===== src/chan_pkg.sv =====
// shared constants for the expansion channel master
package chan_pkg;
  localparam int ADDR_W = 20;
  localparam int DATA_W = 8;
  localparam int IRQ_N = 6;
  localparam int DMA_N = 3;
  localparam int GRANT_N = 4;
  localparam int SYS_CLK_MHZ = 100;
  localparam int TIMEBASE_PERIOD_PS = 70000;
  localparam int TIMEBASE_HALF_CYC = (TIMEBASE_PERIOD_PS / 2) / (1000000 / SYS_CLK_MHZ);
  localparam int BUS_DIV = 3;
  localparam int BUS_HIGH_PHASES = 1;
  localparam int MEM_CLOCKS = 4;
  localparam int IO_CLOCKS = 5;
  localparam int DMA_CLOCKS = 5;
  localparam int REFRESH_CLOCKS = 4;
  localparam int REFRESH_PERIOD = 72;
  localparam int WAIT_LIMIT = 10;
  localparam int FIFO_DEPTH = 16;
  localparam int REQ_W = 1 + 1 + ADDR_W + DATA_W;
  localparam logic [7:0] NO_DATA = 8'h00;
  typedef enum logic [1:0] {IDLE, ADDR, CMD, DONE} phase_t;
endpackage


===== src/chan_fifo.sv =====
// synchronous valid/ready fifo
`timescale 1ns/10ps
`default_nettype none
module chan_fifo #(
  parameter int WIDTH = 30,
  parameter int DEPTH = 16
) (
  input wire logic clk,
  input wire logic rst_n,
  input wire logic [WIDTH-1:0] in_data,
  input wire logic in_valid,
  output logic in_ready,
  output logic [WIDTH-1:0] out_data,
  output logic out_valid,
  input wire logic out_ready
);
  localparam int AW = $clog2(DEPTH);
  initial begin
    if (DEPTH < 2 || (1 << AW) != DEPTH) $error("fifo depth must be a power of two");
  end
  logic [WIDTH-1:0] mem [DEPTH];
  logic [AW:0] wr_ptr;
  logic [AW:0] rd_ptr;
  logic [WIDTH-1:0] rd_word;
  wire push = in_valid && in_ready;
  wire pop = out_valid && out_ready;
  wire empty = (wr_ptr == rd_ptr);
  wire full = (wr_ptr[AW] != rd_ptr[AW]) && (wr_ptr[AW-1:0] == rd_ptr[AW-1:0]);
  assign in_ready = !full;
  assign out_valid = !empty;
  assign out_data = mem[rd_ptr[AW-1:0]];
  always_ff @(posedge clk) begin
    if (push) begin
      mem[wr_ptr[AW-1:0]] <= in_data;
    end
  end
  always_ff @(posedge clk) begin
    if (!rst_n) begin
      wr_ptr <= '0;
      rd_ptr <= '0;
    end else begin
      if (push) wr_ptr <= wr_ptr + 1'b1;
      if (pop) rd_ptr <= rd_ptr + 1'b1;
    end
  end
endmodule
`default_nettype wire


===== src/chan_clocks.sv =====
// fast timebase and divide-by-three bus clock generator
`timescale 1ns/10ps
`default_nettype none
module chan_clocks #(
  parameter int HALF_CYC = 3
) (
  input wire logic clk,
  input wire logic rst_n,
  output logic fast_timebase,
  output logic bus_clk,
  output logic bus_rise,
  output logic bus_fall
);
  import chan_pkg::*;
  initial begin
    if (HALF_CYC < 1) $error("half period must be at least one cycle");
  end
  logic [7:0] half_cnt;
  logic [1:0] phase;
  wire half_done = (half_cnt == 8'(HALF_CYC - 1));
  wire tb_rise = half_done && !fast_timebase;
  wire [1:0] next_phase = (phase == 2'(BUS_DIV - 1)) ? 2'd0 : phase + 2'd1;
  always_ff @(posedge clk) begin
    if (!rst_n) begin
      half_cnt <= '0;
      fast_timebase <= 1'b0;
      phase <= '0;
      bus_clk <= 1'b0;
      bus_rise <= 1'b0;
      bus_fall <= 1'b0;
    end else begin
      half_cnt <= half_done ? 8'd0 : half_cnt + 8'd1;
      if (half_done) fast_timebase <= !fast_timebase;
      if (tb_rise) phase <= next_phase;
      bus_rise <= tb_rise && next_phase == 2'd0;
      bus_fall <= tb_rise && next_phase == 2'(BUS_HIGH_PHASES);
      if (tb_rise) bus_clk <= (next_phase < 2'(BUS_HIGH_PHASES));
    end
  end
endmodule
`default_nettype wire


===== src/chan_master.sv =====
// system-board side of the 8-bit expansion channel
`timescale 1ns/10ps
`default_nettype none
module chan_master #(
  parameter int DEPTH = chan_pkg::FIFO_DEPTH,
  parameter int WAIT_MAX = chan_pkg::WAIT_LIMIT
) (
  input wire logic clk,
  input wire logic rst_n,
  input wire logic power_low,
  input wire logic req_valid,
  output logic req_ready,
  input wire logic req_is_io,
  input wire logic req_write,
  input wire logic [chan_pkg::ADDR_W-1:0] req_addr,
  input wire logic [chan_pkg::DATA_W-1:0] req_wdata,
  output logic rsp_valid,
  output logic [chan_pkg::DATA_W-1:0] rsp_rdata,
  input wire logic dma_cycle_ok,
  input wire logic [chan_pkg::ADDR_W-1:0] dma_addr,
  input wire logic dma_to_mem,
  input wire logic [15:0] dma_count,
  output logic fast_timebase,
  output logic bus_clk,
  output logic channel_reset_out,
  output logic [chan_pkg::ADDR_W-1:0] addr_bus,
  input wire logic [chan_pkg::DATA_W-1:0] byte_bus_in,
  output logic [chan_pkg::DATA_W-1:0] byte_bus_out,
  output logic byte_bus_oe,
  output logic addr_latch,
  output logic io_read_n,
  output logic io_write_n,
  output logic mem_read_n,
  output logic mem_write_n,
  output logic dma_owns_bus,
  output logic [chan_pkg::GRANT_N-1:0] dma_grant_n,
  output logic term_count,
  input wire logic channel_error_n,
  input wire logic channel_wait_release,
  input wire logic [chan_pkg::IRQ_N-1:0] int_request,
  input wire logic [chan_pkg::DMA_N-1:0] dma_request,
  output logic nmi,
  output logic [2:0] int_level,
  output logic int_pending,
  output logic wait_overrun
);
  import chan_pkg::*;
  initial begin
    if (DEPTH < 2) $error("fifo too shallow");
    if (WAIT_MAX < 1) $error("wait limit must be positive");
  end

  ////////////////////////////////////////////////////////////////
  // clocks and request buffer
  logic bus_rise;
  logic bus_fall;
  chan_clocks #(.HALF_CYC(TIMEBASE_HALF_CYC)) u_clocks (
    .clk(clk),
    .rst_n(rst_n),
    .fast_timebase(fast_timebase),
    .bus_clk(bus_clk),
    .bus_rise(bus_rise),
    .bus_fall(bus_fall)
  );
  logic [REQ_W-1:0] q_data;
  logic q_valid;
  logic q_pop;
  chan_fifo #(.WIDTH(REQ_W), .DEPTH(DEPTH)) u_fifo (
    .clk(clk),
    .rst_n(rst_n),
    .in_data({req_is_io, req_write, req_addr, req_wdata}),
    .in_valid(req_valid),
    .in_ready(req_ready),
    .out_data(q_data),
    .out_valid(q_valid),
    .out_ready(q_pop)
  );
  wire q_io = q_data[REQ_W-1];
  wire q_wr = q_data[REQ_W-2];
  wire [ADDR_W-1:0] q_addr = q_data[DATA_W +: ADDR_W];
  wire [DATA_W-1:0] q_wdata = q_data[DATA_W-1:0];

  ////////////////////////////////////////////////////////////////
  // reset drive, error and interrupt ranking
  always_ff @(posedge clk) begin
    if (!rst_n) begin
      channel_reset_out <= 1'b1;
    end else if (bus_fall) begin
      channel_reset_out <= power_low;
    end
  end
  always_ff @(posedge clk) begin
    if (!rst_n) begin
      nmi <= 1'b0;
    end else begin
      nmi <= !channel_error_n;
    end
  end
  logic [2:0] next_level;
  always_comb begin
    next_level = 3'd0;
    for (int i = IRQ_N - 1; i >= 0; i--) begin
      if (int_request[i]) next_level = 3'(i);
    end
  end
  always_ff @(posedge clk) begin
    if (!rst_n) begin
      int_level <= 3'd0;
      int_pending <= 1'b0;
    end else begin
      int_level <= next_level;
      int_pending <= |int_request;
    end
  end

  ////////////////////////////////////////////////////////////////
  // cycle arbitration: refresh, then dma 1..3, then processor
  logic [6:0] refresh_cnt;
  logic refresh_due;
  wire refresh_tick = bus_rise && refresh_cnt == 7'(REFRESH_PERIOD - 1);
  always_ff @(posedge clk) begin
    if (!rst_n) begin
      refresh_cnt <= '0;
    end else if (bus_rise) begin
      refresh_cnt <= refresh_tick ? 7'd0 : refresh_cnt + 7'd1;
    end
  end
  logic [1:0] dma_pick;
  always_comb begin
    dma_pick = 2'd0;
    for (int i = DMA_N - 1; i >= 0; i--) begin
      if (dma_request[i]) dma_pick = 2'(i + 1);
    end
  end

  typedef enum logic [1:0] {K_CPU, K_DMA, K_REF} kind_t;
  phase_t state;
  kind_t kind;
  logic [2:0] clk_cnt;
  logic [2:0] clk_need;
  logic [1:0] chan;
  logic cyc_io;
  logic cyc_wr;
  logic [3:0] wait_cnt;
  logic [15:0] dma_left [DMA_N];
  wire wait_hold = !channel_wait_release && state == CMD;
  wire cmd_last = bus_rise && state == CMD && !wait_hold
    && clk_cnt == clk_need - 3'd2;
  wire start_ref = refresh_due || refresh_tick;
  wire start_dma = dma_pick != 2'd0 && dma_cycle_ok;
  wire start_cpu = q_valid;
  wire start_any = state == IDLE && bus_rise && (start_ref || start_dma || start_cpu);
  wire [1:0] cur_idx = chan - 2'd1;
  wire cur_last = kind == K_DMA && dma_left[cur_idx] == 16'h0001;
  assign q_pop = state == DONE && bus_rise && kind == K_CPU;

  always_ff @(posedge clk) begin
    if (!rst_n) begin
      refresh_due <= 1'b0;
    end else if (refresh_tick && !(state == IDLE && bus_rise)) begin
      refresh_due <= 1'b1;
    end else if (start_any && start_ref) begin
      refresh_due <= 1'b0;
    end
  end

  always_ff @(posedge clk) begin
    if (!rst_n) begin
      state <= IDLE;
      kind <= K_CPU;
      clk_cnt <= '0;
      clk_need <= '0;
      chan <= '0;
      cyc_io <= 1'b0;
      cyc_wr <= 1'b0;
    end else if (bus_rise) begin
      case (state)
        IDLE: begin
          clk_cnt <= 3'd0;
          if (start_ref) begin
            state <= ADDR;
            kind <= K_REF;
            chan <= 2'd0;
            cyc_io <= 1'b0;
            cyc_wr <= 1'b0;
            clk_need <= 3'(REFRESH_CLOCKS);
          end else if (start_dma) begin
            state <= ADDR;
            kind <= K_DMA;
            chan <= dma_pick;
            cyc_io <= 1'b0;
            cyc_wr <= dma_to_mem;
            clk_need <= 3'(DMA_CLOCKS);
          end else if (start_cpu) begin
            state <= ADDR;
            kind <= K_CPU;
            chan <= 2'd0;
            cyc_io <= q_io;
            cyc_wr <= q_wr;
            clk_need <= q_io ? 3'(IO_CLOCKS) : 3'(MEM_CLOCKS);
          end
        end
        ADDR: begin
          state <= CMD;
          clk_cnt <= 3'd1;
        end
        CMD: begin
          if (!wait_hold) begin
            clk_cnt <= clk_cnt + 3'd1;
            if (clk_cnt == clk_need - 3'd2) state <= DONE;
          end
        end
        DONE: state <= IDLE;
        default: state <= IDLE;
      endcase
    end
  end

  always_ff @(posedge clk) begin
    if (!rst_n) begin
      wait_cnt <= '0;
      wait_overrun <= 1'b0;
    end else if (bus_rise) begin
      wait_cnt <= wait_hold ? wait_cnt + 4'd1 : 4'd0;
      wait_overrun <= wait_hold && wait_cnt >= 4'(WAIT_MAX);
    end
  end

  ////////////////////////////////////////////////////////////////
  // dma transfer counters and terminal count
  always_ff @(posedge clk) begin
    if (!rst_n) begin
      term_count <= 1'b0;
    end else begin
      term_count <= bus_rise && state == DONE && cur_last;
    end
  end
  for (genvar g = 0; g < DMA_N; g++) begin : g_cnt
    always_ff @(posedge clk) begin
      if (!rst_n) begin
        dma_left[g] <= '0;
      end else if (bus_rise && state == IDLE && start_dma && !start_ref
          && dma_pick == 2'(g + 1) && dma_left[g] == 16'h0000) begin
        dma_left[g] <= dma_count;
      end else if (bus_rise && state == DONE && kind == K_DMA && cur_idx == 2'(g)
          && dma_left[g] != 16'h0000) begin
        dma_left[g] <= dma_left[g] - 16'd1;
      end
    end
  end

  ////////////////////////////////////////////////////////////////
  // channel pin drive
  wire active = state == CMD;
  wire owner_dma = kind != K_CPU && state != IDLE;
  wire [ADDR_W-1:0] next_addr = kind == K_CPU ? q_addr :
    kind == K_DMA ? dma_addr : {{(ADDR_W-7){1'b0}}, refresh_cnt};
  wire drive_data = state != IDLE && cyc_wr && kind == K_CPU;
  always_ff @(posedge clk) begin
    if (!rst_n) begin
      addr_bus <= '0;
      addr_latch <= 1'b0;
      dma_owns_bus <= 1'b0;
      dma_grant_n <= '1;
      io_read_n <= 1'b1;
      io_write_n <= 1'b1;
      mem_read_n <= 1'b1;
      mem_write_n <= 1'b1;
      byte_bus_out <= NO_DATA;
      byte_bus_oe <= 1'b0;
    end else begin
      if (state == ADDR) addr_bus <= next_addr;
      addr_latch <= state == ADDR && kind == K_CPU && !bus_clk;
      dma_owns_bus <= owner_dma && kind == K_DMA;
      for (int i = 0; i < GRANT_N; i++) begin
        dma_grant_n[i] <= !(state != IDLE && kind != K_CPU && chan == 2'(i));
      end
      io_read_n <= !(active && cyc_io && !cyc_wr);
      io_write_n <= !(active && cyc_io && cyc_wr);
      mem_read_n <= !(active && !cyc_io && !cyc_wr && kind != K_REF);
      mem_write_n <= !(active && !cyc_io && cyc_wr);
      byte_bus_out <= q_wdata;
      byte_bus_oe <= drive_data;
    end
  end

  always_ff @(posedge clk) begin
    if (!rst_n) begin
      rsp_valid <= 1'b0;
      rsp_rdata <= NO_DATA;
    end else begin
      rsp_valid <= q_pop && !q_wr;
      if (cmd_last) rsp_rdata <= byte_bus_in;
    end
  end
endmodule
`default_nettype wire


===== config.mk =====
export PLATFORM = sky130hd
export DESIGN_NAME = chan_master
export DESIGN_NICKNAME = d
export VERILOG_FILES = /design/src/chan_pkg.sv /design/src/chan_fifo.sv /design/src/chan_clocks.sv /design/src/chan_master.sv
export SDC_FILE = /design/constraint.sdc
export NUM_CORES = 1
export LEC_CHECK = 0
export BUFFER_PORTS_ARGS = -buffer_cell sky130_fd_sc_hd__buf_2
export CORE_MARGIN = 8
export CORE_UTILIZATION = 45
export DETAILED_ROUTE_END_ITERATION = 10
export HOLD_SLACK_MARGIN = 0.06
export PLACE_DENSITY = 0.65
export SLEW_MARGIN = 15
export SYNTH_ARGS = -nofsm -noshare
export SYNTH_HDL_FRONTEND = slang
export SYNTH_SLANG_ARGS = --single-unit

===== constraint.sdc =====
create_clock -name clk -period 3.61 [get_ports clk]
set_input_delay 0 -clock clk [delete_from_list [all_inputs] [get_ports clk]]
set_output_delay 0 -clock clk [all_outputs]
set_load 0.005 [all_outputs]

==> impl_metrics.toml, run 1 <==
[outcome]
status = "finished, final reports clean"

[finish]
area_growth_pct = 20.2
final_cell_mix = "528 x edfxtp_1, 148 x buf_2, 128 x mux4_2"
final_layout_size_suffix_gt1_share_pct = 26.7
final_area_mm2 = 0.0308
nets = 1901
mostFrequentLayoutCell = "edfxtp_1"

[clock_network]
cts_buffers = 67
clk_pin_slew_worst_paths_ns = 0.06
clockBufferDepth = 3
clk_latency_ns = 0.61
h-tree-depth = 3
clock_sinks = 637
cts_resized = 0
root_buffer = "clkbuf_16"
cts_tree = "done"

[power_and_ir_drop]
leakagePower_nw = 10.2
p_per_area_mw_per_mm2 = 507
pwr-share-seq_pct = 51.9
p_total_mw = 15.6
p_clk_share_pct = 44.5
p_int_mw = 12.3
p_sw_mw = 3.28
p_sw_share_pct = 21.0
p_comb_share_pct = 3.6
max-vdd-ir-drop_v = 0.000299

[synth]
synth_cell_type_count = 62
syn_area_mm2 = 0.0256
ys_ff_latch = 637
synth_warnings = 0
synthesis.instances = 1484
synth_ff_type = "edfxtp_1"
async_flop_share_pct = 0
syn_avg_cell_area_um2 = 17.3
yosysSeqAreaShare_pct = 70.3
syn_nets = 1602
synth-edff-count = 528

[placement]
placed_area_mm2 = 0.0275
place_ws_ns = 0.693
place_hpwl_um = 36100
place.gp.congestion = 0.812
port-buffer-count = 149

[sta]
final_max_slew_viol_count = 0
relSlewSlack_pct = 24.7
whs_ns = 0.179
finalSetupTns_ns = 0
rsz0062_at_grt = "no"
worst_pin_slew_ns = 1.12
fin_skew_ns = 0.0245
period_share_pct = 87.8
period_needed_ns = 3.17
finalHoldViolCount = 0
fmax_ghz = 0.316
fin_ws_ns = 0.442
setup_viol = 0

[setup_path]
startpoint_type = "flip-flop"
path_max_fanout = 47
cp-end-kind = "flip-flop"
cp.arrival_ns = 3.66
worst_ep_required_time_ns = 4.10
cpLargestDelayFamily = "buffers and inverters"
critical_path.cell_chain = "buf_12, mux4_2, mux2_2, a22oi_1, a31oi_1, dlygate4sd3_1"
worst_path_largest_cell_delay_ns = 0.87
path_buf_inv = 2
cp_slowest_cell = "dfxtp_4"
path_class = "flip-flop to flip-flop"

[die]
die_h_um = 255
die_area_mm2 = 0.0649
rows = 87
start_util_pct = 45.5
dieWidth_um = 255
core_area_mm2 = 0.0564
io-pin-count = 150

[global_routing]
grt_pass1_wl_um = 90400
antenna_found_initial = 6
grt-ovfl-total = 0
grt_pass1_vias = 15000
grt_use_total_pct = 18.3
grt_max_degree = 67

[job]
drv_cap = 0

[route]
ant_nets = 0
via_count = 14400
dr.pass1.iters = 5
vias_per_cell = 5.56
wl_per_cell_um = 22.9
drc = 0
drt-total-wl_um = 59500
drt_iter0_markers = 1268

[worst_hold_path]
min_path_type = "input port to flip-flop"
## cells in the mapped netlist (2+ instances only)
master | count | share of area (%)
o2bb2ai_1 | 48 | 1.6
a21boi_0 | 6 | 0.18
o31ai_1 | 3 | 0.088
xor2_1 | 19 | 0.65
or3_1 | 10 | 0.24
nor4_1 | 11 | 0.27
dfxtp_1 | 109 | 8.5
buf_1 | 6 | 0.088
xnor2_1 | 46 | 1.6
o21a_1 | 5 | 0.15
a222oi_1 | 3 | 0.12
mux2i_1 | 21 | 0.82
o211ai_1 | 5 | 0.15
nor4b_1 | 2 | 0.068
nor3b_1 | 3 | 0.088
nand3_1 | 19 | 0.37
nor4_2 | 2 | 0.098
nor2b_1 | 24 | 0.59
nor2_1 | 47 | 0.69
o22ai_1 | 2 | 0.049
nor3_1 | 25 | 0.49
o21ai_0 | 28 | 0.55
mux4_2 | 128 | 11
buf_2 | 21 | 0.41
or4_1 | 5 | 0.15
and2_1 | 22 | 0.54
a21oi_1 | 18 | 0.35
a31oi_1 | 20 | 0.49
and3_1 | 23 | 0.56
nand2_1 | 91 | 1.3
mux2_2 | 31 | 1.4
o31a_1 | 2 | 0.068
buf_6 | 2 | 0.088
clkbuf_1 | 39 | 0.57
buf_4 | 2 | 0.059
nand3b_1 | 2 | 0.059
edfxtp_1 | 528 | 62
a22oi_1 | 14 | 0.41
inv_1 | 20 | 0.29
nor4_4 | 2 | 0.17
nand4_1 | 12 | 0.29
nand2b_1 | 12 | 0.29
ha_1 | 27 | 1.3
## layer usage
layer,GRT usage (%),part of all wire [%],vias to the layer above
li1,-,-,6502
met1,25.0,43,7361
met2,29.6,48,472
met3,3.99,7.6,90
met4,5.25,2.0,4
met5,0,0.039,-
## power groups by stage
stage	Clock [mW]	Sequential (mW)	Combinational (mW)
after floorplan	0	8.26	0.227
after global placement	0	8.27	0.459
after detailed placement	0	8.27	0.471
after CTS	7.09	8.12	0.559
after global routing	7.37	8.12	0.609
final	6.95	8.12	0.559
## registers in the layout, summed over array words and instances (netlist names), 3 cells and up, named ones only
signal and cells:
addr_bus 20, byte_bus_out 8, clk_cnt 3, dma_grant_n 4
dma_left 48, int_level 3, refresh_cnt 7, rsp_rdata 8
u_clocks.half_cnt 8, u_fifo.mem 480, u_fifo.rd_ptr 5, u_fifo.wr_ptr 5
wait_cnt 4
## cell type report
type	instances	area, um2
diodes	3	7.51
inverters	20	75.1
clock buffers	88	1850
fillers	4493	25600
multi-input cells	757	7290
repair buffers	300	2230
flip-flops and latches	637	18000
well taps	756	946
clock inverters	36	393
## cell families after synthesis
kind of cell / synth area share (%)
adder cells (fa/ha/maj): 1.32
buffers and inverters: 1.51
flip-flops: 70.3
AND/OR/NAND/NOR: 6.49
XOR/XNOR: 2.22
AO/OA/AOI/OAI: 4.71
multiplexers: 13.4
## what timing repair did
action	CTS	global route
hold buffers	108	0
endpoints found under the hold margin	609	0
setup buffers	0	0
## path summary, 6_finish.rpt
check                      start          end  slack [ns]  cells past startpoint
hold reg to reg           cyc_io    io_read_n        0.45                      1
setup / recovery       flip-flop  addr_bus[2]        0.44                      6
setup reg to reg       flip-flop  addr_bus[2]        0.44                      6
hold / removal    int_request[5]  int_pending        0.18                      3
## through the flow
step	utilization [%]	std cells
after floorplan	-	1484
final	54.7	2597
after global routing	54.7	2595
after global placement	48.8	2362
after detailed placement	48.8	2362
after CTS	54.7	2594
## worst reg2reg max path, cell delays in order (launching register included)
cell and delay [ns]:
dfxtp_4 0.87, buf_12 0.45, mux4_2 0.58, mux2_2 0.27, a22oi_1 0.18, a31oi_1 0.11
dlygate4sd3_1 0.59
Power figures use the tool's default switching activity.
==> inputs of run 2 (changes only) <==
--- a/config.mk
+++ b/config.mk
@@ -6,6 +6,7 @@
 export NUM_CORES = 1
 export LEC_CHECK = 0
 export BUFFER_PORTS_ARGS = -buffer_cell sky130_fd_sc_hd__buf_2
+export CORE_ASPECT_RATIO = 1.4
 export CORE_MARGIN = 8
 export CORE_UTILIZATION = 45
 export DETAILED_ROUTE_END_ITERATION = 10
==> impl_metrics.toml, run 2 (synthesis gave the netlist of run 1 again) <==
[setup_path]
worst_ep_required_time_ns = 4.08
worst_path_largest_cell_delay_ns = 0.85
critical_path.cell_chain = "inv_1, ha_1, and2_1, nand3_1, or3_1, nor4_4, o2bb2ai_1, dlygate4sd3_1"
r2r_slack_ns = 0.38
reg2reg_to = "dma_left[1][13]"
path_class = "flip-flop to flip-flop"
regToRegStartpoint = "state[0]"
cp.arrival_ns = 3.70
startpoint = "state[0]"
cp_slowest_cell = "nor4_4"
cp-endpoint = "dma_left[1][13]"
path_max_fanout = 16
startpoint_type = "flip-flop"
rr_worst_depth = 8
cp-end-kind = "flip-flop"

[clock_network]
cts_resized = 0
cts_tree = "done"
h-tree-depth = 2
clk_latency_ns = 0.61
root_buffer = "clkbuf_16"
clock_sinks = 637
clockBufferDepth = 3
clk_pin_slew_worst_paths_ns = 0.07
cts_buffers = 57

[route]
drc = 0
ant_nets = 0
drt-total-wl_um = 61500
wl_per_cell_um = 24.1
drt_iter0_markers = 1084
dr.pass1.iters = 5
via_count = 14300
vias_per_cell = 5.62

[finish]
mostFrequentLayoutCell = "edfxtp_1"
largest_register_ffs = 480
nets = 1880
fin_util_pct = 54.0
area_growth_pct = 18.9
final_area_mm2 = 0.0305
final_layout_size_suffix_gt1_share_pct = 25.6
final_cell_mix = "528 x edfxtp_1, 148 x buf_2, 128 x mux4_2"

[sta]
final_max_slew_viol_count = 0
fin_ws_ns = 0.377
worst_pin_slew_ns = 1.11
relSlewSlack_pct = 25.3
period_share_pct = 89.5
fin_skew_ns = 0.0292
rsz0062_at_grt = "no"
finalHoldViolCount = 0
finalSetupTns_ns = 0
setup_viol = 0
fmax_ghz = 0.309
period_needed_ns = 3.23

[die]
dieWidth_um = 218
start_util_pct = 45.4
die_area_mm2 = 0.0650
die_h_um = 298
rows = 103
io-pin-count = 150
core_area_mm2 = 0.0564

[power_and_ir_drop]
p_per_area_mw_per_mm2 = 491
leakagePower_nw = 10.0
max-vdd-ir-drop_v = 0.000426
p_total_mw = 15.0

[global_routing]
grt_use_met3_pct = 3.42
antenna_found_initial = 5
met2_usage_pct = 33.5
grt-ovfl-total = 0
grt_pass1_wl_um = 93800
grt_busiest_layer = "met2"
grt_use_met1_pct = 23.2
grt_use_total_pct = 18.9
grt_pass1_vias = 15200
grt_max_degree = 55

[placement]
place_hpwl_um = 37500
place.gp.congestion = 0.804
port-buffer-count = 149
place_ws_ns = 0.662
placed_area_mm2 = 0.0275

[worst_hold_path]
min_path_type = "input port to flip-flop"

[outcome]
status = "finished, final reports clean"

[job]
drv_cap = 0
## run 2: changes by cell type in the layout (fill, tap and decap cells not counted), sizes merged
cell and delta:
dlygate4sd3 -8, clkinv -11, clkinvlp -2, clkbuf -3
buf -3, bufinv +1, inv -3
## run 2: through the flow
step,cells,hold slack [ns]
after floorplan,1484,0.0716
after global placement,2338,0.158
after detailed placement,2338,0.158
after CTS,2544,0.168
after global routing,2546,0.226
final,2547,0.202
## run 2: worst max-delay path: cells and delay by family, from the launching register on
kind                       cells  cell delay [ns]
and+or+nand+nor                4             1.64
buffers and inverters          2             0.68
DFF                            1             0.36
adders and majority gates      1             0.22
AOI/OAI and AO/OA              1             0.18
## run 2: final cells by class
class / count / area (um2)
fill: 4407 / 26000
sequential: 637 / 18000
multi-input combinational: 757 / 7270
timing repair buffer: 289 / 2200
clock buffer: 85 / 1650
tap: 735 / 920
clock inverter: 21 / 318
inverter: 20 / 75.1
antenna: 3 / 7.51
## run 2: worst min path at each step
stage | from | to | slack [ns] | cells past startpoint
5_1_grt | byte_bus_in[7] | rsp_rdata[7] | 0.23 | 4
4_1_cts | byte_bus_in[6] | rsp_rdata[6] | 0.17 | 4
2_1_floorplan | channel_error_n | nmi | 0.07 | 1
3_5_place_dp | channel_error_n | nmi | 0.16 | 2
6_report | byte_bus_in[7] | rsp_rdata[7] | 0.20 | 4
3_3_place_gp | channel_error_n | nmi | 0.16 | 2
## run 2: routing by layer
layer	wire, um	up-vias
met5	28	-
met4	1690	4
met3	3770	107
met2	31700	427
met1	24300	7318
li1	-	6451
## run 2: what timing repair did
action                     in CTS  in global routing
setup buffers                   0                  0
hold endpoints to repair      588                  0
hold buffers                  100                  0
setup endpoints to repair       0                  0
## run 2: report_power, final
group | total [mW] | switching, mW | internal [mW]
logic | 0.560 | 0.317 | 0.243
registers | 8.11 | 0.0538 | 8.06
clock network | 6.29 | 2.68 | 3.61
